--- src/rtl/rfc_defines.svh ---
`ifndef RFC_DEFINES_SVH
`define RFC_DEFINES_SVH
// timing
`define RFC_CLK_HZ 25000000
`define RFC_TICK_S 1
`define RFC_TICK_CYCLES (`RFC_CLK_HZ * `RFC_TICK_S)
`define RFC_SAVER_S 3600
// holdoff limits and reset values, seconds
`define RFC_HOLD_MIN 7'h02
`define RFC_HOLD_MAX 7'h63
`define RFC_BU_HOLD_RST 7'h05
`define RFC_RS_HOLD_RST 7'h05
// display geometry
`define RFC_DISP_LINES 2
`define RFC_DISP_COLS 24
// register byte offsets
`define RFC_OFF_CTRL 8'h00
`define RFC_OFF_HOLD 8'h04
`define RFC_OFF_STAT 8'h08
`define RFC_OFF_EVENT 8'h0c
`define RFC_OFF_DISP 8'h10
// ctrl fields
`define RFC_CTRL_AUTO 0
`define RFC_CTRL_RESTORE 1
`define RFC_CTRL_MASK_MOD 2
`define RFC_CTRL_MASK_DEMOD 3
`define RFC_CTRL_ACTIVE_LSB 8
`define RFC_CTRL_RST 32'h0000_0000
// hold fields
`define RFC_HOLD_BU_LSB 0
`define RFC_HOLD_RS_LSB 8
// disp fields
`define RFC_DISP_NUMERIC 0
`define RFC_DISP_LINE 1
`define RFC_DISP_COL_LSB 2
// axi responses
`define RFC_RESP_OKAY 2'h0
`define RFC_RESP_SLVERR 2'h2
`endif

--- src/rtl/rfc_pkg.sv ---
package rfc_pkg;
   typedef enum logic [2:0] {
      RFC_IDLE = 3'h1,
      RFC_BRIDGE = 3'h2,
      RFC_BACKUP = 3'h4
   } rfc_state_type;
endpackage : rfc_pkg

--- src/rtl/rfc_failover_ctrl.sv ---
// How it works
// - manual mode: no automatic switching at all
// - auto: first failing active unit gets backed up
// - backup holdoff 2..99 seconds, default five
// - fault held, spare clean, whole holdoff
// - bridge first, then complete backup
// - restore holdoff programmable 2..99 seconds
// - auto-restore after fault clear for holdoff
// - no auto-restore: failed unit stays offline
// - recovered unit retaken when another unit fails
// - no priority, first qualified served first
// - simultaneous qualification: lower position wins
// - global mod/demod masks block action, logging
// - masks apply to every traffic position
// - no IF switch: offline modulator IF off
// - sense external IF switch presence itself
// - IF switch present: offline modulator stays on
// - stored event indicator blinks in manual
// - display is two lines of 24 characters
// - flashing block cursor, underline on numeric edit
// - one idle hour starts scrolling screen saver
// - any key ends saver, prior screen returns
// - reset: manual mode, no units active
`include "rfc_defines.svh"
module rfc_failover_ctrl #(
   parameter int UNITS = 8,
   parameter int TICK_CYCLES = `RFC_TICK_CYCLES,
   parameter int SAVER_S = `RFC_SAVER_S
) (
   // clock and reset
   input wire logic clk,
   input wire logic rst_n,
   // axi4-lite slave
   input wire logic [7:0] s_axi_awaddr,
   input wire logic s_axi_awvalid,
   output logic s_axi_awready,
   input wire logic [31:0] s_axi_wdata,
   input wire logic [3:0] s_axi_wstrb,
   input wire logic s_axi_wvalid,
   output logic s_axi_wready,
   output logic [1:0] s_axi_bresp,
   output logic s_axi_bvalid,
   input wire logic s_axi_bready,
   input wire logic [7:0] s_axi_araddr,
   input wire logic s_axi_arvalid,
   output logic s_axi_arready,
   output logic [31:0] s_axi_rdata,
   output logic [1:0] s_axi_rresp,
   output logic s_axi_rvalid,
   input wire logic s_axi_rready,
   // fault reports
   input wire logic [UNITS-1:0] traffic_mod_fault,
   input wire logic [UNITS-1:0] traffic_demod_fault,
   input wire logic spare_mod_fault,
   input wire logic spare_demod_fault,
   // external IF switch and keypad
   input wire logic if_switch_sense,
   input wire logic key_press,
   // switching outputs
   output logic [UNITS-1:0] traffic_unit_interface_online,
   output logic [UNITS-1:0] traffic_unit_interface_bridged,
   output logic [UNITS-1:0] traffic_tx_if_enable,
   output logic spare_unit_interface_online,
   output logic spare_tx_if_enable,
   // front panel
   output logic stored_event_led,
   output logic cursor_on,
   output logic cursor_underline,
   output logic cursor_line,
   output logic [4:0] cursor_col,
   output logic saver_active,
   output logic [4:0] saver_scroll
);
   localparam int TW = $clog2(TICK_CYCLES + 1);
   localparam logic [UNITS-1:0] NO_UNITS = '0;

   if (UNITS < 1 || UNITS > 8 || TICK_CYCLES < 1 || SAVER_S < 1 ||
      SAVER_S > 4095) begin : g_bad_param
      $error("rfc_failover_ctrl: unsupported parameter value");
   end

   // one second tick
   logic [TW-1:0] tick_cnt, next_tick_cnt;
   logic tick, next_tick;
   always_comb begin
      next_tick = 1'b0;
      next_tick_cnt = tick_cnt + TW'(1);
      if (tick_cnt == TW'(TICK_CYCLES - 1)) begin
         next_tick_cnt = '0;
         next_tick = 1'b1;
      end
   end
   always_ff @(posedge clk) begin
      if (!rst_n) begin
         tick_cnt <= '0;
         tick <= 1'b0;
      end else begin
         tick_cnt <= next_tick_cnt;
         tick <= next_tick;
      end
   end

   // ---------------- configuration registers
   logic [31:0] ctrl, next_ctrl;
   logic [6:0] bu_hold, next_bu_hold, rs_hold, next_rs_hold;
   logic [UNITS-1:0] event_log, next_event_log;
   logic disp_numeric, next_disp_numeric;
   logic disp_line, next_disp_line;
   logic [4:0] disp_col, next_disp_col;
   logic auto_mode, auto_restore, mask_mod, mask_demod;
   logic [UNITS-1:0] active;
   assign auto_mode = ctrl[`RFC_CTRL_AUTO];
   assign auto_restore = ctrl[`RFC_CTRL_RESTORE];
   assign mask_mod = ctrl[`RFC_CTRL_MASK_MOD];
   assign mask_demod = ctrl[`RFC_CTRL_MASK_DEMOD];
   assign active = ctrl[`RFC_CTRL_ACTIVE_LSB +: UNITS];

   // ---------------- fault qualification
   logic [UNITS-1:0] fault_seen, qualify, ready;
   logic [6:0] hold_cnt [UNITS];
   logic [6:0] next_hold_cnt [UNITS];
   always_comb begin
      for (int i = 0; i < UNITS; i++) begin
         // masks are global, one bit covers every position
         fault_seen[i] = active[i] & ((traffic_mod_fault[i] & ~mask_mod) |
            (traffic_demod_fault[i] & ~mask_demod));
         // a fault the spare also shows cannot be cured by switching
         qualify[i] = active[i] &
            ((traffic_mod_fault[i] & ~mask_mod & ~spare_mod_fault) |
            (traffic_demod_fault[i] & ~mask_demod &
            ~spare_demod_fault));
         next_hold_cnt[i] = '0;
         if (qualify[i]) begin
            next_hold_cnt[i] = hold_cnt[i];
            if (tick && hold_cnt[i] != 7'h7f) begin
               next_hold_cnt[i] = hold_cnt[i] + 7'h01;
            end
         end
         ready[i] = qualify[i] && (hold_cnt[i] > bu_hold);
      end
   end
   always_ff @(posedge clk) begin
      for (int i = 0; i < UNITS; i++) begin
         if (!rst_n) begin
            hold_cnt[i] <= '0;
         end else begin
            hold_cnt[i] <= next_hold_cnt[i];
         end
      end
   end

   // ---------------- failover state machine
   rfc_pkg::rfc_state_type state, next_state;
   logic [2:0] served, next_served;
   logic [6:0] rs_cnt, next_rs_cnt;
   logic [2:0] pick;
   logic pick_ok, other_ready;
   always_comb begin
      pick = '0;
      pick_ok = 1'b0;
      other_ready = 1'b0;
      // counters run per unit, so the earliest qualified reaches first;
      // a tie in one cycle resolves to the lower position
      for (int i = UNITS - 1; i >= 0; i--) begin
         if (ready[i]) begin
            pick = 3'(i);
            pick_ok = 1'b1;
         end
         if (ready[i] && 3'(i) != served) begin
            other_ready = 1'b1;
         end
      end
   end
   always_comb begin
      next_state = state;
      next_served = served;
      next_rs_cnt = '0;
      if (fault_seen[served] == 1'b0 && state == rfc_pkg::RFC_BACKUP) begin
         next_rs_cnt = rs_cnt;
         if (tick && rs_cnt != 7'h7f) begin
            next_rs_cnt = rs_cnt + 7'h01;
         end
      end
      case (state)
         rfc_pkg::RFC_IDLE: begin
            // spare is free only here, so one unit at a time
            if (auto_mode && pick_ok) begin
               next_served = pick;
               next_state = rfc_pkg::RFC_BRIDGE;
            end
         end
         rfc_pkg::RFC_BRIDGE: begin
            if (auto_mode) begin
               next_state = rfc_pkg::RFC_BACKUP;
            end
         end
         rfc_pkg::RFC_BACKUP: begin
            if (!active[served]) begin
               next_state = rfc_pkg::RFC_IDLE;
            end else if (auto_mode) begin
               if (auto_restore && rs_cnt > rs_hold) begin
                  next_state = rfc_pkg::RFC_IDLE;
               end else if (!fault_seen[served] && other_ready) begin
                  next_state = rfc_pkg::RFC_IDLE;
               end
            end
         end
         default: begin
            next_state = rfc_pkg::RFC_IDLE;
         end
      endcase
   end
   always_ff @(posedge clk) begin
      if (!rst_n) begin
         state <= rfc_pkg::RFC_IDLE;
         served <= '0;
         rs_cnt <= '0;
      end else begin
         state <= next_state;
         served <= next_served;
         rs_cnt <= next_rs_cnt;
      end
   end

   // ---------------- switching outputs
   logic if_switch_present, next_if_switch_present;
   logic [UNITS-1:0] next_online, next_bridged, next_tx_en;
   logic next_spare_online;
   always_comb begin
      next_if_switch_present = if_switch_sense;
      next_bridged = NO_UNITS;
      if (next_state != rfc_pkg::RFC_IDLE) begin
         next_bridged[next_served] = 1'b1;
      end
      next_spare_online = (next_state == rfc_pkg::RFC_BACKUP);
      next_online = active;
      if (next_spare_online) begin
         next_online[next_served] = 1'b0;
      end
      // with relays outside, isolation is theirs, so the IF stays up
      if (if_switch_present) begin
         next_tx_en = active;
      end else begin
         next_tx_en = next_online;
      end
   end
   always_ff @(posedge clk) begin
      if (!rst_n) begin
         if_switch_present <= 1'b0;
         traffic_unit_interface_online <= NO_UNITS;
         traffic_unit_interface_bridged <= NO_UNITS;
         traffic_tx_if_enable <= NO_UNITS;
         spare_unit_interface_online <= 1'b0;
         spare_tx_if_enable <= 1'b0;
      end else begin
         if_switch_present <= next_if_switch_present;
         traffic_unit_interface_online <= next_online;
         traffic_unit_interface_bridged <= next_bridged;
         traffic_tx_if_enable <= next_tx_en;
         spare_unit_interface_online <= next_spare_online;
         spare_tx_if_enable <= next_spare_online;
      end
   end

   // ---------------- front panel
   logic blink, next_blink;
   logic [11:0] idle_s, next_idle_s;
   logic next_saver_active, next_led, next_cursor_on;
   logic [4:0] next_scroll;
   always_comb begin
      next_blink = tick ? ~blink : blink;
      next_led = auto_mode ? |event_log : next_blink;
      next_cursor_on = next_blink;
      next_idle_s = idle_s;
      next_saver_active = saver_active;
      next_scroll = saver_scroll;
      if (key_press) begin
         next_idle_s = '0;
         next_saver_active = 1'b0;
         next_scroll = '0;
      end else if (tick) begin
         if (idle_s != 12'(SAVER_S)) begin
            next_idle_s = idle_s + 12'h001;
         end else begin
            next_saver_active = 1'b1;
         end
         if (saver_active) begin
            // message walks one column per second across the line
            next_scroll = (saver_scroll == 5'(`RFC_DISP_COLS - 1)) ?
               5'h00 : saver_scroll + 5'h01;
         end
      end
   end
   always_ff @(posedge clk) begin
      if (!rst_n) begin
         blink <= 1'b0;
         idle_s <= '0;
         saver_active <= 1'b0;
         saver_scroll <= '0;
         stored_event_led <= 1'b0;
         cursor_on <= 1'b0;
         cursor_underline <= 1'b0;
         cursor_line <= 1'b0;
         cursor_col <= '0;
      end else begin
         blink <= next_blink;
         idle_s <= next_idle_s;
         saver_active <= next_saver_active;
         saver_scroll <= next_scroll;
         stored_event_led <= next_led;
         cursor_on <= next_cursor_on;
         cursor_underline <= next_disp_numeric;
         cursor_line <= next_disp_line;
         cursor_col <= next_disp_col;
      end
   end

   // ---------------- axi4-lite slave and register writes
   logic aw_held, next_aw_held, w_held, next_w_held;
   logic [7:0] aw_addr, next_aw_addr;
   logic [31:0] w_data, next_w_data, bmask, wr_val;
   logic [3:0] w_strb, next_w_strb;
   logic next_bvalid, next_awready, next_wready, do_write;
   logic [1:0] next_bresp, next_rresp;
   logic next_arready, next_rvalid;
   logic [31:0] next_rdata, stat_word;
   logic [6:0] new_bu, new_rs;
   logic [4:0] new_col;
   always_comb begin
      stat_word = '0;
      stat_word[0] = if_switch_present;
      stat_word[1] = saver_active;
      stat_word[4:2] = served;
      stat_word[7:5] = state;
      stat_word[8 +: UNITS] = traffic_unit_interface_online;
      stat_word[16 +: UNITS] = traffic_unit_interface_bridged;
      stat_word[24] = spare_unit_interface_online;
   end
   always_comb begin
      next_aw_held = aw_held;
      next_aw_addr = aw_addr;
      next_w_held = w_held;
      next_w_data = w_data;
      next_w_strb = w_strb;
      if (s_axi_awvalid && s_axi_awready) begin
         next_aw_held = 1'b1;
         next_aw_addr = s_axi_awaddr;
      end
      if (s_axi_wvalid && s_axi_wready) begin
         next_w_held = 1'b1;
         next_w_data = s_axi_wdata;
         next_w_strb = s_axi_wstrb;
      end
      do_write = aw_held && w_held && !s_axi_bvalid;
      next_bvalid = s_axi_bvalid && !s_axi_bready;
      next_bresp = s_axi_bresp;
      for (int b = 0; b < 4; b++) begin
         bmask[b*8 +: 8] = {8{w_strb[b]}};
      end
      next_ctrl = ctrl;
      next_bu_hold = bu_hold;
      next_rs_hold = rs_hold;
      next_disp_numeric = disp_numeric;
      next_disp_line = disp_line;
      next_disp_col = disp_col;
      // hardware sets win over a clear in the same cycle
      next_event_log = event_log;
      wr_val = '0;
      new_bu = bu_hold;
      new_rs = rs_hold;
      new_col = disp_col;
      if (do_write) begin
         next_aw_held = 1'b0;
         next_w_held = 1'b0;
         next_bvalid = 1'b1;
         next_bresp = `RFC_RESP_OKAY;
         case (aw_addr)
            `RFC_OFF_CTRL: begin
               next_ctrl = (ctrl & ~bmask) | (w_data & bmask);
            end
            `RFC_OFF_HOLD: begin
               wr_val = ({25'h0, bu_hold} << `RFC_HOLD_BU_LSB) |
                  ({25'h0, rs_hold} << `RFC_HOLD_RS_LSB);
               wr_val = (wr_val & ~bmask) | (w_data & bmask);
               new_bu = wr_val[`RFC_HOLD_BU_LSB +: 7];
               new_rs = wr_val[`RFC_HOLD_RS_LSB +: 7];
               // out of range values are dropped, old setting kept
               if (new_bu >= `RFC_HOLD_MIN && new_bu <= `RFC_HOLD_MAX) begin
                  next_bu_hold = new_bu;
               end
               if (new_rs >= `RFC_HOLD_MIN && new_rs <= `RFC_HOLD_MAX) begin
                  next_rs_hold = new_rs;
               end
            end
            `RFC_OFF_STAT: begin
            end
            `RFC_OFF_EVENT: begin
               if (w_strb[0]) begin
                  next_event_log = event_log & ~w_data[UNITS-1:0];
               end
            end
            `RFC_OFF_DISP: begin
               if (w_strb[0]) begin
                  next_disp_numeric = w_data[`RFC_DISP_NUMERIC];
                  next_disp_line = w_data[`RFC_DISP_LINE];
                  new_col = w_data[`RFC_DISP_COL_LSB +: 5];
                  if (new_col < 5'(`RFC_DISP_COLS)) begin
                     next_disp_col = new_col;
                  end
               end
            end
            default: begin
               next_bresp = `RFC_RESP_SLVERR;
            end
         endcase
      end
      next_event_log = next_event_log | fault_seen;
      next_awready = !next_aw_held;
      next_wready = !next_w_held;
      next_arready = s_axi_arready;
      next_rvalid = s_axi_rvalid;
      next_rdata = s_axi_rdata;
      next_rresp = s_axi_rresp;
      if (s_axi_rvalid && s_axi_rready) begin
         next_rvalid = 1'b0;
         next_arready = 1'b1;
      end
      if (s_axi_arvalid && s_axi_arready) begin
         next_arready = 1'b0;
         next_rvalid = 1'b1;
         next_rresp = `RFC_RESP_OKAY;
         case (s_axi_araddr)
            `RFC_OFF_CTRL: next_rdata = ctrl;
            `RFC_OFF_HOLD: next_rdata = ({25'h0, bu_hold} <<
               `RFC_HOLD_BU_LSB) | ({25'h0, rs_hold} << `RFC_HOLD_RS_LSB);
            `RFC_OFF_STAT: next_rdata = stat_word;
            `RFC_OFF_EVENT: next_rdata = 32'(event_log);
            `RFC_OFF_DISP: next_rdata = {25'h0, disp_col, disp_line,
               disp_numeric};
            default: begin
               next_rdata = '0;
               next_rresp = `RFC_RESP_SLVERR;
            end
         endcase
      end
   end
   always_ff @(posedge clk) begin
      if (!rst_n) begin
         ctrl <= `RFC_CTRL_RST;
         bu_hold <= `RFC_BU_HOLD_RST;
         rs_hold <= `RFC_RS_HOLD_RST;
         event_log <= NO_UNITS;
         disp_numeric <= 1'b0;
         disp_line <= 1'b0;
         disp_col <= '0;
         aw_held <= 1'b0;
         w_held <= 1'b0;
         aw_addr <= '0;
         w_data <= '0;
         w_strb <= '0;
         s_axi_awready <= 1'b1;
         s_axi_wready <= 1'b1;
         s_axi_bvalid <= 1'b0;
         s_axi_bresp <= `RFC_RESP_OKAY;
         s_axi_arready <= 1'b1;
         s_axi_rvalid <= 1'b0;
         s_axi_rdata <= '0;
         s_axi_rresp <= `RFC_RESP_OKAY;
      end else begin
         ctrl <= next_ctrl;
         bu_hold <= next_bu_hold;
         rs_hold <= next_rs_hold;
         event_log <= next_event_log;
         disp_numeric <= next_disp_numeric;
         disp_line <= next_disp_line;
         disp_col <= next_disp_col;
         aw_held <= next_aw_held;
         w_held <= next_w_held;
         aw_addr <= next_aw_addr;
         w_data <= next_w_data;
         w_strb <= next_w_strb;
         s_axi_awready <= next_awready;
         s_axi_wready <= next_wready;
         s_axi_bvalid <= next_bvalid;
         s_axi_bresp <= next_bresp;
         s_axi_arready <= next_arready;
         s_axi_rvalid <= next_rvalid;
         s_axi_rdata <= next_rdata;
         s_axi_rresp <= next_rresp;
      end
   end
endmodule : rfc_failover_ctrl

--- config.mk ---
export PLATFORM = sky130hd
export DESIGN_NAME = rfc_failover_ctrl
export DESIGN_NICKNAME = d
export VERILOG_FILES = /design/src/rtl/rfc_pkg.sv /design/src/rtl/rfc_failover_ctrl.sv
export VERILOG_INCLUDE_DIRS = /design/src /design/src/rtl
export SDC_FILE = /design/constraint.sdc
export NUM_CORES = 1
export LEC_CHECK = 0
export BUFFER_PORTS_ARGS = -buffer_cell sky130_fd_sc_hd__buf_2
export CAP_MARGIN = 20
export CORE_MARGIN = 8
export CORE_UTILIZATION = 40
export CTS_BUF_LIST = sky130_fd_sc_hd__clkbuf_2 sky130_fd_sc_hd__clkbuf_4 sky130_fd_sc_hd__clkbuf_8
export DETAILED_ROUTE_END_ITERATION = 6
export GPL_TIMING_DRIVEN = 0
export SLEW_MARGIN = 20
export SYNTH_ARGS = -nofsm -noshare
export SYNTH_HDL_FRONTEND = slang
export SYNTH_SLANG_ARGS = --single-unit
--- constraint.sdc ---
create_clock -name clk -period 3.5 [get_ports clk]
set_clock_uncertainty 0.15 [all_clocks]
set_input_delay 0.175 -clock clk [delete_from_list [all_inputs] [get_ports clk]]
set_output_delay 0.175 -clock clk [all_outputs]
set_load 0.01 [all_outputs]
# ---- Yosys cells after proc, flatten, opt, wreduce, memory -nomap -nowiden
# Memories as Yosys holds them, arrays and structs flattened.
# Index checks and enable logic that the tools add are counted.
dict set report word_totals {
  reg_bits 233
  latchBits 0
  ramBits 56
  rom_bits 0
  inputBits 79
  n_memories 1
}
dict set report op_classes {
  add_sub_neg 12
  n_mul 0
  div 0
  n_lt_le_gt_ge 17
  eq_ne 32
  shifts 0
  mux 86
  n_bitwise 92
  n_reduce_logical 63
}
# memory depth word_bits rd rd_ports_with_merged_regs write_ports line_no
set mem_list {}
lappend mem_list {hold_cnt 8 7 8 0 8 rfc_failover_ctrl.sv:120} ;# logic [6:0] hold_cnt [UNITS];
# operator n
set ops {}
lappend ops {{7-bit 2-to-1 mux} 24}
lappend ops {{32-bit one-hot mux with 5 select lines} 1}
lappend ops {{32-bit AND} 2}
lappend ops {{7-bit by 1-bit adder with 7-bit output, second input constant} 9}
lappend ops {{7-bit greater-than comparator} 9}
lappend ops {{7-bit != test, second input constant} 9}
lappend ops {{1-bit AND} 48}
lappend ops {{3-bit 2-to-1 mux} 16}
lappend ops {{8-bit 2-to-1 mux} 5}
lappend ops {{1-bit logical AND} 39}
lappend ops {{1-bit 2-to-1 mux} 33}
lappend ops {{8-bit by 4-bit == test with 1-bit output, second input constant} 4}
lappend ops {{32-bit inverter} 1}
lappend ops {{32-bit bitwise OR} 1}
lappend ops {{25-bit by 1-bit adder with 25-bit output, second input constant} 1}
lappend ops {{25-bit == test, second input constant} 1}
lappend ops {{1-bit bitwise OR} 24}
lappend ops {{8-bit AND} 2}
lappend ops {{8-bit by 3-bit == test with 1-bit output, second input constant} 2}
lappend ops {{8-bit by 5-bit == test with 1-bit output, second input constant} 2}
lappend ops {{8-bit zero test} 2}
lappend ops {{8-bit inverter} 2}
lappend ops {{15-bit AND} 1}
lappend ops {{15-bit bitwise OR} 1}
lappend ops {{33 further kinds} 63}

# ---- Longest topological paths before layout
# Gate-level depths: netlist of run 1.
dict set report depth {
  word_depth 25
  depth_mapped 11
  mapped_depth_nobuf 10
}

# ---- Least setup slack after synthesis of run 1
# OpenSTA, ideal clock, no wires.
dict set report synth_timing {
  path_type {flip-flop to flip-flop}
  start {register bu_hold[6]}
  end {register traffic_tx_if_enable[4]}
  setup_time_ns 0.133
  t_arrival_ns 2.534
  t_required_ns 3.217
  slack_ns 0.683
  stages_incl_launch_ff 12
  cell_sequence {dfxtp_1 inv_1 ha_1 and4_4 a21boi_0 o2111ai_1 nand4bb_1 or2_1 a32oi_1 buf_2 nor3b_2 a21oi_1}
}
dict set report synth_via {
  elab_chain_len 21
  word_cells_on_any_way 68
  cone_classes {10 x order compare; 1 x eq/ne; 36 x mux; 2 x bitwise; 19 x reduce/logical}
}
# element line_no
set synth_rtl {}
lappend synth_rtl {{start: declaration} rfc_failover_ctrl.sv:105} ;# logic [6:0] bu_hold, next_bu_hold, rs_hold, next_rs_hold;
lappend synth_rtl {{start signal: assignment} rfc_failover_ctrl.sv:450} ;# bu_hold <= `RFC_BU_HOLD_RST;
lappend synth_rtl {{start signal: assignment} rfc_failover_ctrl.sv:471} ;# bu_hold <= next_bu_hold;
lappend synth_rtl {{7-bit greater-than comparator} rfc_failover_ctrl.sv:139} ;# ready[i] = qualify[i] && (hold_cnt[i] > bu_hold);
lappend synth_rtl {{1-bit logical AND} rfc_failover_ctrl.sv:139}
lappend synth_rtl {{1-bit 2-to-1 mux (8 in series)} rfc_failover_ctrl.sv:165} ;# if (ready[i]) begin
lappend synth_rtl {{1-bit logical AND} rfc_failover_ctrl.sv:187} ;# if (auto_mode && pick_ok) begin
lappend synth_rtl {{3-bit 2-to-1 mux} rfc_failover_ctrl.sv:187}
lappend synth_rtl {{3-bit 2-to-1 mux} rfc_failover_ctrl.sv:184} ;# case (state)
lappend synth_rtl {{3-bit by 4-bit < comparator with 1-bit output (not written as such) / 3-bit by 1-bit greater-or-equal comparator with 1-bit output (equally long branches)} rfc_failover_ctrl.sv:238} ;# next_online[next_served] = 1'b0;
lappend synth_rtl {{1-bit logical AND (not written as such)} rfc_failover_ctrl.sv:238}
lappend synth_rtl {{1-bit 2-to-1 mux (not written as such)} rfc_failover_ctrl.sv:238}
lappend synth_rtl {{1-bit demux with 3-bit select} rfc_failover_ctrl.sv:238}
lappend synth_rtl {{8-bit inverter (no line)} --}
lappend synth_rtl {{8-bit AND (no line)} --}
lappend synth_rtl {{8-bit 2-to-1 mux (*)} rfc_failover_ctrl.sv:237} ;# if (next_spare_online) begin
lappend synth_rtl {{8-bit 2-to-1 mux (*)} rfc_failover_ctrl.sv:241} ;# if (if_switch_present) begin
lappend synth_rtl {{end signal: assignment} rfc_failover_ctrl.sv:259} ;# traffic_tx_if_enable <= next_tx_en;
lappend synth_rtl {{end: declaration} rfc_failover_ctrl.sv:62} ;# output logic [UNITS-1:0] traffic_tx_if_enable,
# Mark *: on every way between the ends. The rest lies on a longest branch, timed or not.
# A chain may end at the register's enable or synchronous reset.

# ---- Worst setup path in the final report of run 1
dict set report layout_timing {
  start {register bu_hold[5]}
  end {register traffic_tx_if_enable[4]}
}
# The elaborated chain is that of the path after synthesis.

==> metrics.csv, run 1 <==
metric,value,unit
outcome,"finished, final reports clean",
syn_to_final_growth,24.7,%
p_sw_share,24.4,%
worst-path-max-fanout,10,
synthFlopType,dfxtp_1,
reg2reg_from,bu_hold[5],
drtIter0Drc,806,
cp_cell_sequence,"clkinvlp_4, ha_1, and4_1, a21boi_0, o2111ai_2, buf_4, o211ai_1, a31o_2, a32oi_4, buf_6, nor3b_2, a21oi_1",
synthCells,1601,
worstPathBufferInverterCount,3,
wire_per_inst,17.7,um
die_y,199,um
critical-path-top-delay-family,compound AO/OA/AOI/OAI gates,
fin_util,50.3,%
clock_latency,0.59,ns
crit_path_start_kind,flip-flop,
hold_class,input pin to flip-flop,
synth_area,13400,um^2
crit_arrival,3.67,ns
cts_buffers,49,
grtUsageTotal,20.7,%
final_cell_mix,"dfxtp_1 (287), nand2_1 (249), a21oi_1 (197), nor2_1 (192), buf_2 (161)",
maxSlewViolCount,0,
min_period,3.37,ns
p_sw,1.67,mW
die_x,199,um
grt_pass1_wl,65.6,mm
first_global_vias,12500,
ys_async_sr_fraction,0,%
initial_core_util,40.3,%
grt_max_degree,15,
hold_violations,0,
slowest_delay,0.38,ns
p_int,5.17,mW
cap_violations,0,
required,3.80,ns
r2r_cells,12,
clk_pin_slew,0.07,ns
ios,161,
seq_area,5750,um^2
p_seq_share,49.3,%
worst_pin_slew,1.03,ns
fin_nets,2050,
endpoint_kind,flip-flop,
crit_type,flip-flop to flip-flop,
pwr-share-clk,45.0,%
multi_input_area,7330,um^2
cts.path.max_buffers,3,
timing.fmax,0.296,GHz
relSlewSlack,31.1,%
drtPass1Iterations,6,
cts_tree,built,
synth_edf_count,0,
row_count,67,
grt_remaining_overflow,0,
ys_types,79,
r2r_slack,0.13,ns
vdd_drop_max,0.000277,V
place_congestion,0.898,
ctsRootBufferMaster,clkbuf_8,
vias_per_cell,5.30,
yosysTopAreaCellShare,42.8,%
vias,12600,
fillerInstances,3253,
critPathSlowestCell,o2111ai_2,
rr_endpoint,traffic_tx_if_enable[4],
period_share,96.4,%
placed_area,14800,um^2
cts.sinks,287,
min-delay-start,s_axi_wvalid,
holdPathStages,4,
synth-seq-cells,287,
port_buffers,154,
ys_top_cells_by_area,"dfxtp_1 (43%), a21oi_1 (7.3%), ha_1 (7.1%)",
core_area,33300,um^2
fin_area,16700,um^2
htree_num_levels,2,
final_common_cell,dfxtp_1,
hold_end,w_strb[1],
antenna_left,0,
drt-total-wl,42.1,mm
yosysTopAreaCell,dfxtp_1,
antenna_found_initial,3,
ys_warn_count,0,
synth_area_per_cell,8.39,um^2
die_area,39700,um^2
combPwrFrac,5.7,%
yosysSeqAreaShare,42.8,%
finalSetupViolCount,0,
power_leakage,6.52,nW
drive_above_1_share,16.2,%
place_hpwl,30.3,mm
cellPowerDensity,408,nW/um^2
post-route-drc-count,0,
==> final cells by class <==
| type | count | area share (%) |
|---|---|---|
| Tap cell | 448 | 3.35 |
| Sequential cell | 287 | 34.3 |
| Buffer | 72 | 1.79 |
| Inverter | 35 | 0.874 |
| Clock buffer | 74 | 5.52 |
| Multi-Input combinational cell | 1208 | 43.8 |
| Timing Repair Buffer | 242 | 9.91 |
| Clock inverter | 10 | 0.448 |
| Antenna cell | 3 | 0.0448 |
==> timing repair <==
action | 4_1_cts | 5_1_grt
setup buffers | 12 | 3
hold endpoints to repair | 56 | 0
endpoints found under the setup margin | 25 | 16
pin swaps | 1 | 5
gates resized for setup | 8 | 7
hold buffers | 72 | 0
==> power by group through the flow <==
stage	logic (mW)	registers [mW]	clock network [mW]
after floorplan	0.181	3.43	0
after global routing	0.425	3.37	3.29
after global placement	0.316	3.44	0
final	0.388	3.37	3.08
after detailed placement	0.321	3.44	0
after CTS	0.381	3.37	3.13
==> stage by stage <==
step                      instances  hold slack, ns  power [mW]   TNS, ns  setup slack (ns)
final                          2379          0.0157        6.84         0             0.125
after floorplan                1602           0.152        3.61         0             0.683
after global placement         2204           0.237        3.75     -5.91            -0.392
after CTS                      2373         0.00335        6.88         0           0.00841
after global routing           2379          0.0409        7.09  -0.00810          -0.00687
after detailed placement       2205           0.239        3.76     -6.87            -0.447
==> logic make-up (layout without fill, tap and decap cells) <==
| group | count (synthesis) | in the layout | share of synthesized area (%) |
|---|---|---|---|
| mux | 38 | 38 | 3.19 |
| buf+inv | 107 | 433 | 3.15 |
| simple gates | 674 | 674 | 23.4 |
| xor+xnor | 72 | 72 | 4.70 |
| compound gates | 346 | 346 | 15.7 |
| other cells | 1 | 5 | 0.0279 |
| fa+ha+maj | 76 | 76 | 7.08 |
| flops | 287 | 287 | 42.8 |
==> synth_stat cells, types with 4 or more instances <==
master	count
o211ai_1	4
buf_2	8
buf_1	4
mux2_2	8
mux2i_1	27
nand4_1	35
nand2b_1	15
a222oi_1	7
a22oi_1	15
o21ai_0	45
clkbuf_1	57
xor2_1	50
a22o_1	4
a221oi_1	7
and2_1	9
nor2_1	192
a211o_1	5
and3_1	11
nor3_1	17
o21a_1	6
a21oi_1	197
inv_1	34
or2_2	4
nand2_1	249
nand3_1	73
ha_1	76
nand3b_1	10
nor4_1	6
nor2b_1	13
a211oi_1	5
a21boi_1	14
a21o_1	4
xnor2_1	22
dfxtp_1	287
or3_1	13
==> routing by layer <==
metal | vias up | track usage (%) | wire [um]
met2 | 388 | 34.3 | 19200
met4 | 0 | 8.23 | 1380
met3 | 83 | 4.23 | 3010
met5 | - | 0 | 0
met1 | 5950 | 26.2 | 18500
li1 | 6176 | - | -
==> how the worst max path moves through the flow <==
| stage | depth (start not counted) | from | end | slack (ns) |
|---|---|---|---|---|
| finish | 12 | bu_hold[5] | traffic_tx_if_enable[4] | 0.13 |
| CTS | 11 | bu_hold[4] | traffic_tx_if_enable[6] | 0.008 |
| detailed placement | 11 | bu_hold[6] | traffic_tx_if_enable[4] | -0.45 |
| global placement | 11 | bu_hold[6] | traffic_tx_if_enable[4] | -0.39 |
| floorplan | 11 | bu_hold[6] | traffic_tx_if_enable[4] | 0.68 |
| global route | 12 | bu_hold[4] | traffic_tx_if_enable[4] | -0.007 |
==> worst register-to-register path: stages (launching register included) <==
cell and delay (ns):
dfxtp_1 0.37, clkinvlp_4 0.23, ha_1 0.37, and4_1 0.23, a21boi_0 0.14, o2111ai_2 0.38
buf_4 0.19, o211ai_1 0.09, a31o_2 0.28, a32oi_4 0.33, buf_6 0.19, nor3b_2 0.20
a21oi_1 0.10
No activity file was read; power rests on OpenSTA's default activity.
==> run 2, diff against run 1 <==
--- a/config.mk
+++ b/config.mk
@@ -8,6 +8,7 @@
 export LEC_CHECK = 0
 export BUFFER_PORTS_ARGS = -buffer_cell sky130_fd_sc_hd__buf_2
 export CAP_MARGIN = 20
+export CORE_ASPECT_RATIO = 0.9
 export CORE_MARGIN = 8
 export CORE_UTILIZATION = 40
 export CTS_BUF_LIST = sky130_fd_sc_hd__clkbuf_2 sky130_fd_sc_hd__clkbuf_4 sky130_fd_sc_hd__clkbuf_8
==> constraint.sdc (replaced) <==
create_clock -name clk -period 3.5 [get_ports clk]
set_clock_uncertainty 0.15 [all_clocks]
set_input_delay 0.525 -clock clk [delete_from_list [all_inputs] [get_ports clk]]
set_output_delay 0.525 -clock clk [all_outputs]
set_load 0.01 [all_outputs]
==> metrics.csv, run 2 (same netlist as run 1, synthesis figures left out) <==
metric,value,unit,change
min_period,3.38,ns,was 3.37 ns
fin_util,49.7,%,was 50.3%
drtIter0Drc,837,,was 806
drtPass1Iterations,7,,was 6
r2r_cells,12,,unchanged
cp-startpoint,bu_hold[6],,was bu_hold[5]
timing.fmax,0.296,GHz,about the same
place_hpwl,30.4,mm,was 30.3 mm
fin_area,16400,um^2,was 16700 um^2
row_count,63,,was 67
antenna_left,0,,unchanged
cts.sinks,287,,unchanged
wire_per_inst,18.0,um,was 17.7 um
cap_violations,0,,unchanged
holdPathStages,3,,was 4
grt_max_degree,15,,unchanged
port_buffers,154,,unchanged
initial_core_util,40.7,%,was 40.3%
hold_class,input pin to flip-flop,,unchanged
maxSlewViolCount,0,,unchanged
die_area,39700,um^2,about the same
cts_buffers,48,,was 49
crit_arrival,3.70,ns,was 3.67 ns
dp_cells,2178,,was 2205
post-route-drc-count,9,,was 0
grtUsageMet2,32.9,%,was 34.3%
placed_area,14700,um^2,was 14800 um^2
cts_tree,built,,unchanged
min-delay-start,s_axi_wdata[10],,was s_axi_wvalid
required,3.82,ns,was 3.80 ns
vias,12500,,was 12600
rr_endpoint,traffic_unit_interface_online[5],,was traffic_tx_if_enable[4]
whs,0.0268,ns,was 0.0157 ns
fin_nets,2012,,was 2050
violations,design-rule violations,,
use_met1,26.6,%,was 26.2%
finalSetupViolCount,0,,unchanged
antenna_found_initial,3,,unchanged
drive_above_1_share,16.8,%,was 16.2%
instances_no_fill,2317,,was 2379
crit_type,flip-flop to flip-flop,,unchanged
die_y,190,um,was 199 um
use_met3,4.52,%,was 4.23%
htree_num_levels,2,,unchanged
hold_end,w_data[10],,was w_strb[1]
rsz0062_at_grt,true,,
ios,161,,unchanged
ctsRootBufferMaster,clkbuf_8,,unchanged
hold_violations,0,,unchanged
clock_latency,0.61,ns,was 0.59 ns
die_x,209,um,was 199 um
outcome,"complete, but fails checks",,"was finished, final reports clean"
period_share,96.6,%,was 96.4%
final_common_cell,dfxtp_1,,unchanged
grt_pass1_wl,65.2,mm,was 65.6 mm
relSlewSlack,44.7,%,was 31.1%
endpoint_kind,flip-flop,,unchanged
cts.path.max_buffers,3,,unchanged
final_cell_mix,"dfxtp_1 (287), nand2_1 (249), a21oi_1 (196), nor2_1 (192), buf_2 (161)",,"was dfxtp_1 (287), nand2_1 (249), a21oi_1 (197), nor2_1 (192), buf_2 (161)"
reg2reg_from,bu_hold[6],,was bu_hold[5]
first_global_vias,12200,,was 12500
core_area,33000,um^2,was 33300 um^2
vias_per_cell,5.38,,was 5.30
syn_to_final_growth,22.1,%,was 24.7%
crit_path_start_kind,flip-flop,,unchanged
r2r_slack,0.12,ns,was 0.13 ns
cellPowerDensity,424,nW/um^2,was 408 nW/um^2
worst_pin_slew,0.830,ns,was 1.03 ns
grt-busiest-layer,met2,,unchanged
worst-path-max-fanout,8,,was 10
place_congestion,0.873,,was 0.898
vdd_drop_max,0.000309,V,was 0.000277 V
grt_remaining_overflow,0,,unchanged
finalSetupTns,0,ns,unchanged
power_leakage,6.38,nW,was 6.52 nW
grtUsageTotal,20.3,%,was 20.7%
clk_pin_slew,0.06,ns,was 0.07 ns
drt-total-wl,41.7,mm,was 42.1 mm
[run 2: cell count changes in the layout (fill, tap and decap cells not counted), sizes merged]
cell         before  now
clkinvlp          5    6
dlygate4sd3      72   32
bufinv            0    1
clkinv            9    5
clkbuf          131  134
inv              31   32
buf             185  187
[run 2: worst max-delay path, stage by stage (launching register included)]
cell and delay (ns):
dfxtp_1 0.38, clkinvlp_4 0.23, ha_1 0.38, and4_1 0.18
a21boi_0 0.15, o2111ai_2 0.36, buf_4 0.18, o221ai_1 0.12
a21oi_1 0.32, nand4_4 0.21, a211oi_4 0.33, buf_12 0.16
a21oi_1 0.09
[run 2: metal layers]
layer  share of wire (%)  vias to the layer above  wire [um]
met1                  45                     5880      18800
met5                   0                        -          0
met2                  45                      398      18800
met3                 7.0                       85       2930
met4                 2.8                        0       1180
li1                    -                     6094          -
[run 2: worst max path at each step]
stage | endpoint | slack [ns] | depth (start not counted)
CTS | traffic_tx_if_enable[4] | 0.04 | 11
global route | traffic_tx_if_enable[6] | -0.05 | 12
detailed placement | traffic_tx_if_enable[4] | -0.39 | 11
global placement | traffic_tx_if_enable[4] | -0.38 | 11
floorplan | traffic_tx_if_enable[4] | 0.68 | 11
finish | traffic_unit_interface_online[5] | 0.12 | 12
[run 2: stage by stage]
stage | worst slack (ns) | total power [mW]
global route | -0.0455 | 7.22
detailed placement | -0.389 | 3.76
global placement | -0.378 | 3.75
finish | 0.120 | 6.95
CTS | 0.0433 | 7.01
floorplan | 0.683 | 3.61
[run 2: where the power goes]
part | internal [mW] | switching (mW) | leakage [nW] | total (mW)
clock | 1.83 | 1.40 | 0.560 | 3.23
sequential | 3.32 | 0.0474 | 2.32 | 3.37
combinational | 0.134 | 0.219 | 3.49 | 0.353
[run 2: cell type report]
type                    count  area (um^2)
diodes                      3         7.51
plain buffers              72          300
clock buffers              76          965
clock inverters             9         90.1
fillers                  3215        16600
inverters                  35          150
multi-input cells        1208         7330
flip-flops and latches    287         5750
well taps                 422          528
repair buffers            205         1280
[run 2: timing repair]
action / in CTS / in global routing
cloned: 0 / 0
endpoints found under the setup margin: 25 / 25
gates resized for setup: 6 / 13
pin swaps: 1 / 6
hold buffers: 32 / 0
hold endpoints to repair: 32 / 0
buffers inserted: 12 / 6
==> run 3, diff against run 2 <==
--- a/config.mk
+++ b/config.mk
@@ -9,7 +9,6 @@
 export BUFFER_PORTS_ARGS = -buffer_cell sky130_fd_sc_hd__buf_2
 export CAP_MARGIN = 20
 export CORE_ASPECT_RATIO = 0.9
-export CORE_MARGIN = 8
 export CORE_UTILIZATION = 40
 export CTS_BUF_LIST = sky130_fd_sc_hd__clkbuf_2 sky130_fd_sc_hd__clkbuf_4 sky130_fd_sc_hd__clkbuf_8
 export DETAILED_ROUTE_END_ITERATION = 6
==> metrics.csv, run 3 (same netlist as run 1, synthesis figures left out) <==
metric,value,unit,change
critical-path-top-delay-family,simple AND/OR/NAND/NOR gates,,was compound AO/OA/AOI/OAI gates
port_buffers,154,,unchanged
antenna_found_initial,3,,unchanged
cts_buffers,48,,unchanged
cellPowerDensity,426,nW/um^2,was 424 nW/um^2
place_congestion,0.904,,was 0.873
reg2reg_from,bu_hold[6],,unchanged
maxSlewViolCount,0,,unchanged
relSlewSlack,40.2,%,was 44.7%
final_common_cell,dfxtp_1,,unchanged
hold_end,w_data[4],,was w_data[10]
crit_path_start_kind,flip-flop,,unchanged
clk_pin_slew,0.06,ns,about the same
power_leakage,6.27,nW,was 6.38 nW
place_hpwl,29.1,mm,was 30.4 mm
cap_violations,0,,unchanged
r2r_cells,11,,was 12
fin_area,16200,um^2,was 16400 um^2
critPathSlowestCell,ha_1,,was dfxtp_1
outcome,"finished, final reports clean",,"was complete, but fails checks"
grt_remaining_overflow,0,,unchanged
initial_core_util,40.7,%,unchanged
crit_type,flip-flop to flip-flop,,unchanged
hold_violations,0,,unchanged
ctsRootBufferMaster,clkbuf_8,,unchanged
syn_to_final_growth,20.4,%,was 22.1%
first_global_vias,11600,,was 12200
die_x,195,um,was 209 um
core_area,33000,um^2,unchanged
period_share,95.5,%,was 96.6%
drtIter0Drc,676,,was 837
holdPathStages,3,,unchanged
placed_area,14700,um^2,about the same
cp_cell_sequence,"clkinvlp_4, ha_1, and4_4, a21boi_0, o2111ai_2, nand4bb_1, or2_4, a32oi_4, buf_2, nand2b_1, nor2_1",,"was clkinvlp_4, ha_1, and4_1, a21boi_0, o2111ai_2, buf_4, o221ai_1, a21oi_1, nand4_4, a211oi_4, buf_12, a21oi_1"
row_count,63,,unchanged
die_area,34300,um^2,was 39700 um^2
cts.sinks,287,,unchanged
finalSetupViolCount,0,,unchanged
cts.path.max_buffers,3,,unchanged
htree_num_levels,2,,unchanged
crit_arrival,3.66,ns,was 3.70 ns
min_period,3.34,ns,was 3.38 ns
grt_pass1_wl,62.4,mm,was 65.2 mm
clock_latency,0.60,ns,was 0.61 ns
drive_above_1_share,16.9,%,was 16.8%
worst-path-max-fanout,7,,was 8
post-route-drc-count,0,,was 9
hold_class,input pin to flip-flop,,unchanged
fin_nets,1994,,was 2012
worst_pin_slew,0.895,ns,was 0.830 ns
antenna_left,0,,unchanged
rr_endpoint,traffic_unit_interface_bridged[3],,was traffic_unit_interface_online[5]
required,3.82,ns,about the same
min-delay-start,s_axi_wdata[4],,was s_axi_wdata[10]
worstPathBufferInverterCount,2,,was 3
cts_tree,built,,unchanged
drt-total-wl,40.2,mm,was 41.7 mm
slowest_delay,0.39,ns,was 0.38 ns
vias_per_cell,5.36,,was 5.38
wire_per_inst,17.5,um,was 18.0 um
vdd_drop_max,0.000235,V,was 0.000309 V
endpoint_kind,flip-flop,,unchanged
die_y,176,um,was 190 um
fin_util,49.0,%,was 49.7%
final_cell_mix,"dfxtp_1 (286), nand2_1 (249), a21oi_1 (195), nor2_1 (192), buf_2 (161)",,"was dfxtp_1 (287), nand2_1 (249), a21oi_1 (196), nor2_1 (192), buf_2 (161)"
vias,12300,,was 12500
grt_max_degree,15,,unchanged
timing.fmax,0.299,GHz,was 0.296 GHz
grtUsageTotal,23.2,%,was 20.3%
r2r_slack,0.16,ns,was 0.12 ns
ios,161,,unchanged
drtPass1Iterations,5,,was 7
==> run 3: cell count changes in the layout (fill, tap and decap cells not counted), moves of 2 or more <==
cell	delta
dlygate4sd3_1	-15
buf_12	-2
diode_2	-2
clkbuf_4	-3
clkinv_2	+4
clkbuf_8	-6
==> run 3: power by group <==
part / internal (mW) / switching (mW) / leakage (nW)
registers: 3.32 / 0.0468 / 2.32
logic: 0.123 / 0.216 / 3.41
clock network: 1.76 / 1.42 / 0.538
total: 5.20 / 1.68 / 6.27
==> run 3: how the worst max path moves through the flow <==
stage / startpoint / endpoint / slack, ns / depth (start not counted)
finish: bu_hold[6] / traffic_unit_interface_bridged[3] / 0.16 / 11
global placement: bu_hold[6] / traffic_tx_if_enable[4] / -0.35 / 11
detailed placement: bu_hold[6] / traffic_tx_if_enable[4] / -0.42 / 11
CTS: bu_hold[2] / traffic_tx_if_enable[6] / 0.05 / 10
global route: bu_hold[6] / traffic_tx_if_enable[3] / -0.0009 / 11
floorplan: bu_hold[6] / traffic_tx_if_enable[4] / 0.68 / 11
==> run 3: cell type report <==
type,instances,area [um^2]
Inverter,35,150
Multi-Input combinational cell,1208,7340
Antenna cell,1,2.50
Clock inverter,15,153
Buffer,72,300
Tap cell,422,528
Fill cell,3257,16900
Timing Repair Buffer,187,1080
Sequential cell,287,5750
Clock buffer,68,867
==> run 3: stage by stage <==
| stage | power (mW) | setup WS [ns] | TNS [ns] | hold WS, ns | std cells |
|---|---|---|---|---|---|
| 3_3_place_gp | 3.75 | -0.353 | -5.43 | 0.286 | 2178 |
| 3_5_place_dp | 3.76 | -0.421 | -7.06 | 0.295 | 2178 |
| 5_1_grt | 7.16 | -0.000901 | -0.000901 | 0.00705 | 2295 |
| 6_report | 6.88 | 0.158 | 0 | 0.0283 | 2295 |
| 2_1_floorplan | 3.61 | 0.683 | 0 | 0.279 | 1602 |
| 4_1_cts | 6.95 | 0.0486 | 0 | 0.00256 | 2287 |
==> run 3: tightest hold or removal path: cells and delay by family <==
kind / cells / cell delay (ns)
simple gates: 1 / 0.05
compound gates: 1 / 0.05
buf+inv: 1 / 0.10
==> run 3: per-layer routing <==
layer	track usage (%)	wire (um)	vias to the layer above
met5	0	18	-
met4	7.74	947	2
met3	4.70	2990	77
met2	37.6	18200	377
met1	30.6	18100	5782
li1	-	-	6068
==> run 3: what timing repair did <==
| item | CTS | global route |
|---|---|---|
| setup endpoints to repair | 25 | 23 |
| pin swaps | 1 | 5 |
| cloned | 0 | 1 |
| hold buffers | 17 | 0 |
| buffers inserted | 9 | 6 |
| resized for setup | 6 | 17 |
| endpoints found under the hold margin | 17 | 0 |
